==> src/rtl/pqtc_consts.svh <==
`ifndef PQTC_CONSTS_SVH
`define PQTC_CONSTS_SVH

// Register addresses, one control pair per port
`define PQTC_P1_CTRL0_ADDR 8'h10
`define PQTC_P1_CTRL1_ADDR 8'h11
`define PQTC_P2_CTRL0_ADDR 8'h20
`define PQTC_P2_CTRL1_ADDR 8'h21
`define PQTC_P3_CTRL0_ADDR 8'h30
`define PQTC_P3_CTRL1_ADDR 8'h31

// Reset values
`define PQTC_CTRL0_RESET 8'h00
`define PQTC_CTRL1_RESET 8'h00
`define PQTC_RDATA_RESET 8'h00

// Control 1 bits held here; the rest read as zero
`define PQTC_CTRL1_MASK 8'he0

// Queue used when a port runs a single output queue
`define PQTC_SINGLE_QUEUE 2'h0
`define PQTC_NO_VID 12'h000

`endif

==> src/rtl/pqtc_pkg.sv <==
package pqtc_pkg;

    // Control 0 layout, msb first: bits 7..0
    typedef struct packed {
        logic storm_protect_en;
        logic diffserv_cls_en;
        logic dot1p_cls_en;
        logic [1:0] port_prio;
        logic tag_insert_en;
        logic tag_remove_en;
        logic multi_queue_en;
    } pqtc_ctrl0_t;

    // Control 1 layout, msb first: bits 7..0
    typedef struct packed {
        logic sniffer_port;
        logic rx_sniff;
        logic tx_sniff;
        logic [4:0] unused;
    } pqtc_ctrl1_t;

    // Management register access
    typedef struct packed {
        logic wr;
        logic rd;
        logic [7:0] addr;
        logic [7:0] wdata;
    } pqtc_reg_req_t;

    // Ingress classification request, one per packet
    typedef struct packed {
        logic valid;
        logic dscp_hit;
        logic [1:0] dscp_prio;
        logic dot1p_hit;
        logic [1:0] dot1p_prio;
    } pqtc_cls_req_t;

    typedef struct packed {
        logic valid;
        logic storm_check;
        logic [1:0] prio;
    } pqtc_cls_rsp_t;

    // Egress edit request, one per packet leaving a port
    typedef struct packed {
        logic valid;
        logic rx_tagged;
        logic [1:0] ingress_port;
        logic [1:0] prio;
    } pqtc_egr_req_t;

    typedef struct packed {
        logic valid;
        logic add_tag;
        logic strip_tag;
        logic [11:0] vid;
        logic [1:0] queue;
    } pqtc_egr_rsp_t;

endpackage

==> src/rtl/pqtc_top.sv <==
`timescale 1ns/1ns
`include "pqtc_consts.svh"

module pqtc_top
    import pqtc_pkg::*;
#(
    parameter int NPORT = 3,
    parameter int VID_W = 12
)(
    input wire logic ref_clk_i, // Core clock, 25 MHz
    input wire logic rst_n_i, // Async reset, active low
    input wire pqtc_reg_req_t reg_req_i, // Register access strobes
    output logic [7:0] reg_rdata_o, // Read data, one cycle after rd
    output logic reg_rvalid_o, // Read data valid pulse
    input wire logic [VID_W-1:0] port_default_vlan_identifier_i [NPORT], // Ids
    input wire pqtc_cls_req_t cls_req_i [NPORT], // Ingress classify request
    output pqtc_cls_rsp_t cls_rsp_o [NPORT], // Ingress classify result
    input wire pqtc_egr_req_t egr_req_i [NPORT], // Egress edit request
    output pqtc_egr_rsp_t egr_rsp_o [NPORT], // Egress edit result
    input wire logic [NPORT-1:0] rx_pkt_i, // Packet received, per port pulse
    input wire logic [NPORT-1:0] tx_pkt_i, // Packet sent, per port pulse
    output logic [NPORT-1:0] sniff_dest_o, // Ports to copy monitored packet to
    output logic [NPORT-1:0] storm_protect_en_o, // Storm protection enable
    output logic [NPORT-1:0] multi_queue_en_o // Four-queue mode per port
);

    localparam logic [7:0] CTRL0_ADDR [3] = '{`PQTC_P1_CTRL0_ADDR,
        `PQTC_P2_CTRL0_ADDR, `PQTC_P3_CTRL0_ADDR};
    localparam logic [7:0] CTRL1_ADDR [3] = '{`PQTC_P1_CTRL1_ADDR,
        `PQTC_P2_CTRL1_ADDR, `PQTC_P3_CTRL1_ADDR};

    pqtc_ctrl0_t ctrl0_ff [NPORT];
    pqtc_ctrl0_t nxt_ctrl0 [NPORT];
    pqtc_ctrl1_t ctrl1_ff [NPORT];
    pqtc_ctrl1_t nxt_ctrl1 [NPORT];
    pqtc_cls_rsp_t cls_ff [NPORT];
    pqtc_cls_rsp_t nxt_cls [NPORT];
    pqtc_egr_rsp_t egr_ff [NPORT];
    pqtc_egr_rsp_t nxt_egr [NPORT];
    logic [NPORT-1:0] mon_hit;
    logic [NPORT-1:0] sniffer_sel;
    logic [NPORT-1:0] sniff_ff;
    logic [NPORT-1:0] nxt_sniff;
    logic [7:0] rdata_ff;
    logic [7:0] nxt_rdata;
    logic rvalid_ff;
    logic nxt_rvalid;

    genvar p;
    generate
        for (p = 0; p < NPORT; p++)
        begin : g_port
            // Register file, same layout per port
            always_comb
            begin
                nxt_ctrl0[p] = ctrl0_ff[p];
                nxt_ctrl1[p] = ctrl1_ff[p];
                if (reg_req_i.wr && reg_req_i.addr == CTRL0_ADDR[p])
                begin
                    nxt_ctrl0[p] = pqtc_ctrl0_t'(reg_req_i.wdata);
                end
                if (reg_req_i.wr && reg_req_i.addr == CTRL1_ADDR[p])
                begin
                    nxt_ctrl1[p] = pqtc_ctrl1_t'(reg_req_i.wdata
                        & `PQTC_CTRL1_MASK);
                end
            end

            // Ingress priority classification
            always_comb
            begin
                logic dscp_ok;
                logic dot1p_ok;
                logic [1:0] cls_prio;
                dscp_ok = ctrl0_ff[p].diffserv_cls_en
                    && cls_req_i[p].dscp_hit;
                dot1p_ok = ctrl0_ff[p].dot1p_cls_en
                    && cls_req_i[p].dot1p_hit;
                cls_prio = (dscp_ok ? cls_req_i[p].dscp_prio : 2'h0)
                    | (dot1p_ok ? cls_req_i[p].dot1p_prio : 2'h0);
                nxt_cls[p].valid = cls_req_i[p].valid;
                nxt_cls[p].storm_check = cls_req_i[p].valid
                    && ctrl0_ff[p].storm_protect_en;
                if (dscp_ok || dot1p_ok)
                begin
                    nxt_cls[p].prio = cls_prio;
                end
                else
                begin
                    nxt_cls[p].prio = ctrl0_ff[p].port_prio;
                end
            end

            // Egress tag edit and queue choice
            always_comb
            begin
                logic [1:0] src;
                src = egr_req_i[p].ingress_port;
                nxt_egr[p].valid = egr_req_i[p].valid;
                nxt_egr[p].add_tag = egr_req_i[p].valid
                    && ctrl0_ff[p].tag_insert_en
                    && !egr_req_i[p].rx_tagged;
                nxt_egr[p].strip_tag = egr_req_i[p].valid
                    && ctrl0_ff[p].tag_remove_en
                    && egr_req_i[p].rx_tagged;
                // Out-of-range source index yields a zero VID, not X
                if (32'(src) < NPORT)
                begin
                    nxt_egr[p].vid =
                        port_default_vlan_identifier_i[src];
                end
                else
                begin
                    nxt_egr[p].vid = `PQTC_NO_VID;
                end
                if (ctrl0_ff[p].multi_queue_en)
                begin
                    nxt_egr[p].queue = egr_req_i[p].prio;
                end
                else
                begin
                    nxt_egr[p].queue = `PQTC_SINGLE_QUEUE;
                end
            end

            // Monitoring marks
            assign mon_hit[p] = (rx_pkt_i[p] && ctrl1_ff[p].rx_sniff)
                || (tx_pkt_i[p] && ctrl1_ff[p].tx_sniff);
            assign sniffer_sel[p] = ctrl1_ff[p].sniffer_port;

            always_ff @(posedge ref_clk_i or negedge rst_n_i)
            begin
                if (!rst_n_i)
                begin
                    ctrl0_ff[p] <= pqtc_ctrl0_t'(`PQTC_CTRL0_RESET);
                    ctrl1_ff[p] <= pqtc_ctrl1_t'(`PQTC_CTRL1_RESET);
                    cls_ff[p] <= '0;
                    egr_ff[p] <= '0;
                end
                else
                begin
                    ctrl0_ff[p] <= nxt_ctrl0[p];
                    ctrl1_ff[p] <= nxt_ctrl1[p];
                    cls_ff[p] <= nxt_cls[p];
                    egr_ff[p] <= nxt_egr[p];
                end
            end

            assign cls_rsp_o[p] = cls_ff[p];
            assign egr_rsp_o[p] = egr_ff[p];
            assign storm_protect_en_o[p] =
                ctrl0_ff[p].storm_protect_en;
            assign multi_queue_en_o[p] = ctrl0_ff[p].multi_queue_en;
        end
    endgenerate

    // Copy of a monitored packet goes to every sniffer port
    always_comb
    begin
        nxt_sniff = (|mon_hit) ? sniffer_sel : '0;
    end

    // Read path; unmapped addresses read zero, reads change nothing
    always_comb
    begin
        nxt_rvalid = reg_req_i.rd;
        nxt_rdata = `PQTC_RDATA_RESET;
        for (int i = 0; i < NPORT; i++)
        begin
            if (reg_req_i.addr == CTRL0_ADDR[i])
            begin
                nxt_rdata = ctrl0_ff[i];
            end
            if (reg_req_i.addr == CTRL1_ADDR[i])
            begin
                nxt_rdata = ctrl1_ff[i];
            end
        end
        if (!reg_req_i.rd)
        begin
            nxt_rdata = rdata_ff;
        end
    end

    always_ff @(posedge ref_clk_i or negedge rst_n_i)
    begin
        if (!rst_n_i)
        begin
            rdata_ff <= `PQTC_RDATA_RESET;
            rvalid_ff <= 1'b0;
            sniff_ff <= '0;
        end
        else
        begin
            rdata_ff <= nxt_rdata;
            rvalid_ff <= nxt_rvalid;
            sniff_ff <= nxt_sniff;
        end
    end

    assign reg_rdata_o = rdata_ff;
    assign reg_rvalid_o = rvalid_ff;
    assign sniff_dest_o = sniff_ff;

endmodule

==> config.mk <==
export PLATFORM = sky130hd
export DESIGN_NAME = pqtc_top
export DESIGN_NICKNAME = d
export VERILOG_FILES = /design/src/rtl/pqtc_pkg.sv /design/src/rtl/pqtc_top.sv
export VERILOG_INCLUDE_DIRS = /design/src /design/src/rtl
export SDC_FILE = /design/constraint.sdc
export NUM_CORES = 1
export LEC_CHECK = 0
export ABC_AREA = 0
export BUFFER_PORTS_ARGS = -buffer_cell sky130_fd_sc_hd__buf_2
export CORE_MARGIN = 8
export CORE_UTILIZATION = 52
export CTS_CLUSTER_SIZE = 16
export DETAILED_ROUTE_END_ITERATION = 7
export GPL_TIMING_DRIVEN = 0
export PLACE_DENSITY = 0.95
export SYNTH_ARGS = -nofsm -noshare
export SYNTH_HDL_FRONTEND = slang
export SYNTH_SLANG_ARGS = --single-unit
==> constraint.sdc <==
create_clock -name ref_clk_i -period 1.9 [get_ports ref_clk_i]
set_clock_uncertainty 0.05 [all_clocks]
set_input_delay 0.57 -clock ref_clk_i [delete_from_list [all_inputs] [get_ports ref_clk_i]]
set_output_delay 0.57 -clock ref_clk_i [all_outputs]
set_load 0.01 [all_outputs]
## Yosys cells after proc, flatten, opt, wreduce, memory -nomap -nowiden

Index checks and enable logic that the tools add are counted.

- Register bits after elaboration: 108
- Bits of input ports: 101
- Output and inout port bits: 81
- Word-level logic and storage cells: 149

- $lt $le $gt $ge: 6
- Equal/unequal tests: 6
- Multiplexer cells: 31
- Bitwise gates (word level): 6
- Reductions and logical operators: 43

Operators by type and width:

| cell | count |
|---|---|
| 2-to-1 mux 12 bit | 9 |
| binary-select mux 12 bit (select 2 bit) | 3 |
| 2-to-1 mux 8 bit | 6 |
| logical AND 1 bit | 33 |
| equality test 8 x 6 -> 1 bit (second input constant) | 4 |
| 2-to-1 mux 2 bit | 12 |
| equality test 8 x 5 -> 1 bit (second input constant) | 2 |
| >= comparator 3 bit (second input constant) | 3 |
| inverter 2 -> 3 bit | 3 |
| logical OR 1 bit | 6 |
| < comparator 2 bit (second input constant) | 3 |
| OR 2 bit | 3 |
| zero test 1 bit | 3 |
| 2-to-1 mux 3 bit | 1 |
| OR reduction 3 bit | 1 |

## Depth between registers and ports, before layout

- Depth in word-level cells: 7
- Depth in mapped cells: 5
- Gate-level depth less buffers: 4

## Worst setup path after synthesis

No wires, ideal clock.

- Kind: input -> register
- Start point: in reg_req_i[11] in the netlist's numbering
- End point: reg ctrl0_ff[1] in the netlist's numbering
- Arrival time: 1.640 ns
- Data required time: 1.725 ns
- Setup slack: 0.085 ns
- Cell stages on the path: 4
- Buffers on the path: 0
- Path through: nor4b_4 > nand2_1 > nor2_4 > mux2_2

- Longest elaborated chain between the ends: 2

RTL lines:

| item | line | RTL |
|---|---|---|
| start, declared | pqtc_top.sv:12 | `input wire pqtc_reg_req_t reg_req_i,` |
| equality test 8 x 6 -> 1 bit | pqtc_top.sv:58 | `if (reg_req_i.wr && reg_req_i.addr == CTRL0_ADDR[p])` |
| logical AND 1 bit | pqtc_top.sv:58 |  |
| end signal, assigned by index | pqtc_top.sv:135 | `` ctrl0_ff[p] <= pqtc_ctrl0_t'(`PQTC_CTRL0_RESET); `` |
| end signal, assigned by index | pqtc_top.sv:142 | `ctrl0_ff[p] <= nxt_ctrl0[p];` |
| end, declared | pqtc_top.sv:32 | `pqtc_ctrl0_t ctrl0_ff [NPORT];` |

No other way between the ends.
A chain may end at the register's enable or synchronous reset.

## Final worst setup path

- Start point: in reg_req_i[11] in the netlist's numbering
- End point: reg ctrl0_ff[6] in the netlist's numbering

Same word-level chain as after synthesis.

==> results.md <==
* Iter 0 DRT Violations at just under 200
* Crit path max fanout at 8
* GRT Util Overall at 20.96%
* WS Path Type: in -> reg
* Routed WL at 12.96 mm
* Met2 wire len at about 6.4 mm
* Hold WS at approximately 0.16 ns
* Syn avg cell area at about 12 um^2
* Port Buffers at ~180
* Top cells by instance count after synthesis: dfrtp_1 (108), nand2_1 (47), o21ai_0 (42)
* Gate Count Post-Synth at ~400
* Netlist cell types at 30
* Sequential element share of the synthesized area at ~60%
* Maximum VDD drop at roughly 0.37 mV
* Core Area at 8678 um^2
* Cells after DPL at 682
* Global-route wire length before repair at about 21 mm
* Row cnt at 34
* Startpoint type of the worst setup path: primary input
* Worst slew pin tran at 0.6496 ns
* Ant diodes at 0
* Clk pwr share at a little under 30%
* Seq cells post-synth at about 110
* Met1 Routed Length at roughly 5 mm
* Post-synth EDFFs at 0
* CP arrival at just over 2 ns
* Routed vias/inst at roughly 5.6
* HP Class: in -> async
* Initial antenna violation count at 0
* Primary FF master, synth: dfrtp_1
* Vias in the first global route at approximately 4300
* DRT antenna net count at 0
* Seq pwr share at between 50 and 60%
* Post-CTS Setup Repair Bufs at 0
* DRC at 0
* Routed wl met3 at around 1.5 mm
* DR WL/cell at between 15 and 20 um
* Layout cell share with drive strength beyond 1 at a little over two fifths
* Fillers at 633
* Setup_tns at 0 ns
* Clock latency on the worst-skew pair at about 0.36 ns
* CTS Buf Count at 9
* GRT Residual Overflow at 0
* Dpl cell area at 5709 um^2
* Drt first pass iters at 4
* Comb pwr share at between 10% and 20%
* Area Growth Syn to Fin at 27.11%
* PwrDens at about 750 nW/um^2
* Yosys top cell area share at between 50 and 60%
* Final setup vio count at 0
* Fin util at approximately two thirds
* DIE WIDTH at 110.4 um
* Die Y at 110.4 um
* Final Non-Filler Cells at approximately 700
* Post-layout net count at 686
* Die area at around 12000 um^2
* Total number of vias at 3878
* Largest net degree at the start of global routing at 60
* Tmin final at around 1.8 ns
* RSZ-0062 raised after global routing: false
* Highest metal used: met4
* Final Hold Viols at 0
* Crit end category: flop
* Root buffer cell: clkbuf_8
* Mapped Area at around 4600 um^2
* CTS sink count at around 110
* IO Count at roughly 180
* DP Wirelength at 10.17 mm
* Fmax at around 540 MHz
* Synth area leader: dfrtp_1
* Clk slew on worst S/H paths at 0.12 ns
* CTS tree: built
* Critical Path RT at approximately 2.1 ns
* Synth async-reset ratio at 100.0%
* Slew margin rel. at a little under three fifths
* Syn nets at a little under 500
* YS warnings at 0
* Switching power at roughly 1.2 mW
* Internal power at around 3.2 mW
* Slew Viols, Final at 0
* Cts hold-fix bufs at 0
* Post_cts resized at 0
* Post-layout instance area at between 5000 and 6000 um^2
* Gpl congestion at ~0.83
* Most numerous cell in the Yosys netlist: dfrtp_1
* Sw frac at between 20% and 30%
* Maximum clock insertion buffer count at 2
* Outcome: finished clean
* H-Tree Depth at 3
* Max-Cap Viols at 0
* Fin crit share at between 90% and 100%
* Initial Util at 53.45%
* Synth top area cells: dfrtp_1 (58%), mux2_2 (10%), mux2i_1 (7.8%)
* Leak at roughly 3.2 nW
==> per-stage QoR <==
step	total power [mW]	setup slack (ns)
floorplan	2.773	0.08525
global placement	3.110	-0.8684
detailed placement	3.149	-0.2540
CTS	4.451	0.1402
global route	4.607	0.01658
finish	4.415	0.06156
==> power by group through the flow <==
stage          combinational (mW)  clock (mW)  sequential, mW
4_1_cts                     0.631        1.34            2.47
3_5_place_dp                0.630           0            2.52
3_3_place_gp                0.596           0            2.51
6_report                    0.630        1.31            2.47
5_1_grt                     0.690        1.43            2.49
2_1_floorplan               0.216           0            2.56
==> cell type report <==
| cell class | instances | area (um^2) | share of cell area [%] |
|---|---|---|---|
| buffer | 20 | 106.4 | 1.804 |
| clock buffer | 9 | 123.9 | 2.101 |
| timing repair buffer | 182 | 935.9 | 15.87 |
| clock inverter | 6 | 56.30 | 0.9550 |
| multi-input combinational | 259 | 1817 | 30.81 |
| tap | 108 | 135.1 | 2.292 |
| inverter | 5 | 18.77 | 0.3183 |
| sequential | 108 | 2703 | 45.84 |
==> placed cells by master, fill, tap and decap left out, types with 3 or more instances in the layout <==
cell type  count
buf_2        185
dfrtp_1      108
nand2_1       47
o21ai_0       42
mux2_2        41
mux2i_1       36
nand3_1       28
and2_1        12
nor2b_1       10
clkbuf_8       9
a22oi_1        8
buf_4          7
clkbuf_1       6
nor2_1         6
inv_1          5
o22ai_1        5
and3_1         4
o21a_1         3
a221oi_1       3
a21oi_1        3
==> path summary, 6_finish.rpt <==
path / from / cells past startpoint / slack, ns / end
setup / recovery: reg_req_i[11] / 5 / 0.06 / ctrl0_ff[6]$_DFFE_PN0P_
hold / removal: rst_n_i / 1 / 0.16 / cls_rsp_o[11]$_DFF_PN0_
setup reg to reg: ctrl0_ff[21]$_DFFE_PN0P_ / 3 / 0.61 / reg_rdata_o[5]$_DFFE_PN0P_
hold reg to reg: ctrl0_ff[10]$_DFFE_PN0P_ / 2 / 0.48 / egr_rsp_o[32]$_DFF_PN0_
max in group asynchronous: rst_n_i / 2 / 0.92 / egr_rsp_o[7]$_DFF_PN0_
min in group ref_clk_i: cls_req_i[20] / 1 / 0.27 / cls_rsp_o[11]$_DFF_PN0_
==> worst max-delay path: stages <==
cell and delay (ns):
buf_2 0.13, nor4b_4 0.48, nand2_1 0.19, nor2_4 0.29, mux2_2 0.37
==> state kept, by name, summed over array words and instances (netlist names) <==
register,cells
multi_queue_en_o,3
reg_rdata_o,8
sniff_dest_o,3
storm_protect_en_o,3
egr_rsp_o,51
cls_rsp_o,12
reg_rvalid_o,1
ctrl0_ff,18
ctrl1_ff,9
==> routing by layer <==
metal / track usage [%] / vias up
met5: 0 / -
met4: 8.649 / 0
met3: 10.01 / 22
met2: 35.37 / 211
met1: 21.88 / 1878
li1: - / 1767
==> cells by family after synthesis <==
logic type / after synthesis / synth area share [%]
AO/OA/AOI/OAI: 64 / 7.877
buffers and inverters: 25 / 2.697
flip-flops: 108 / 58.27
multiplexers: 77 / 17.72
AND/OR/NAND/NOR: 118 / 13.43
Note: power is estimated with default switching activity, not from simulation.
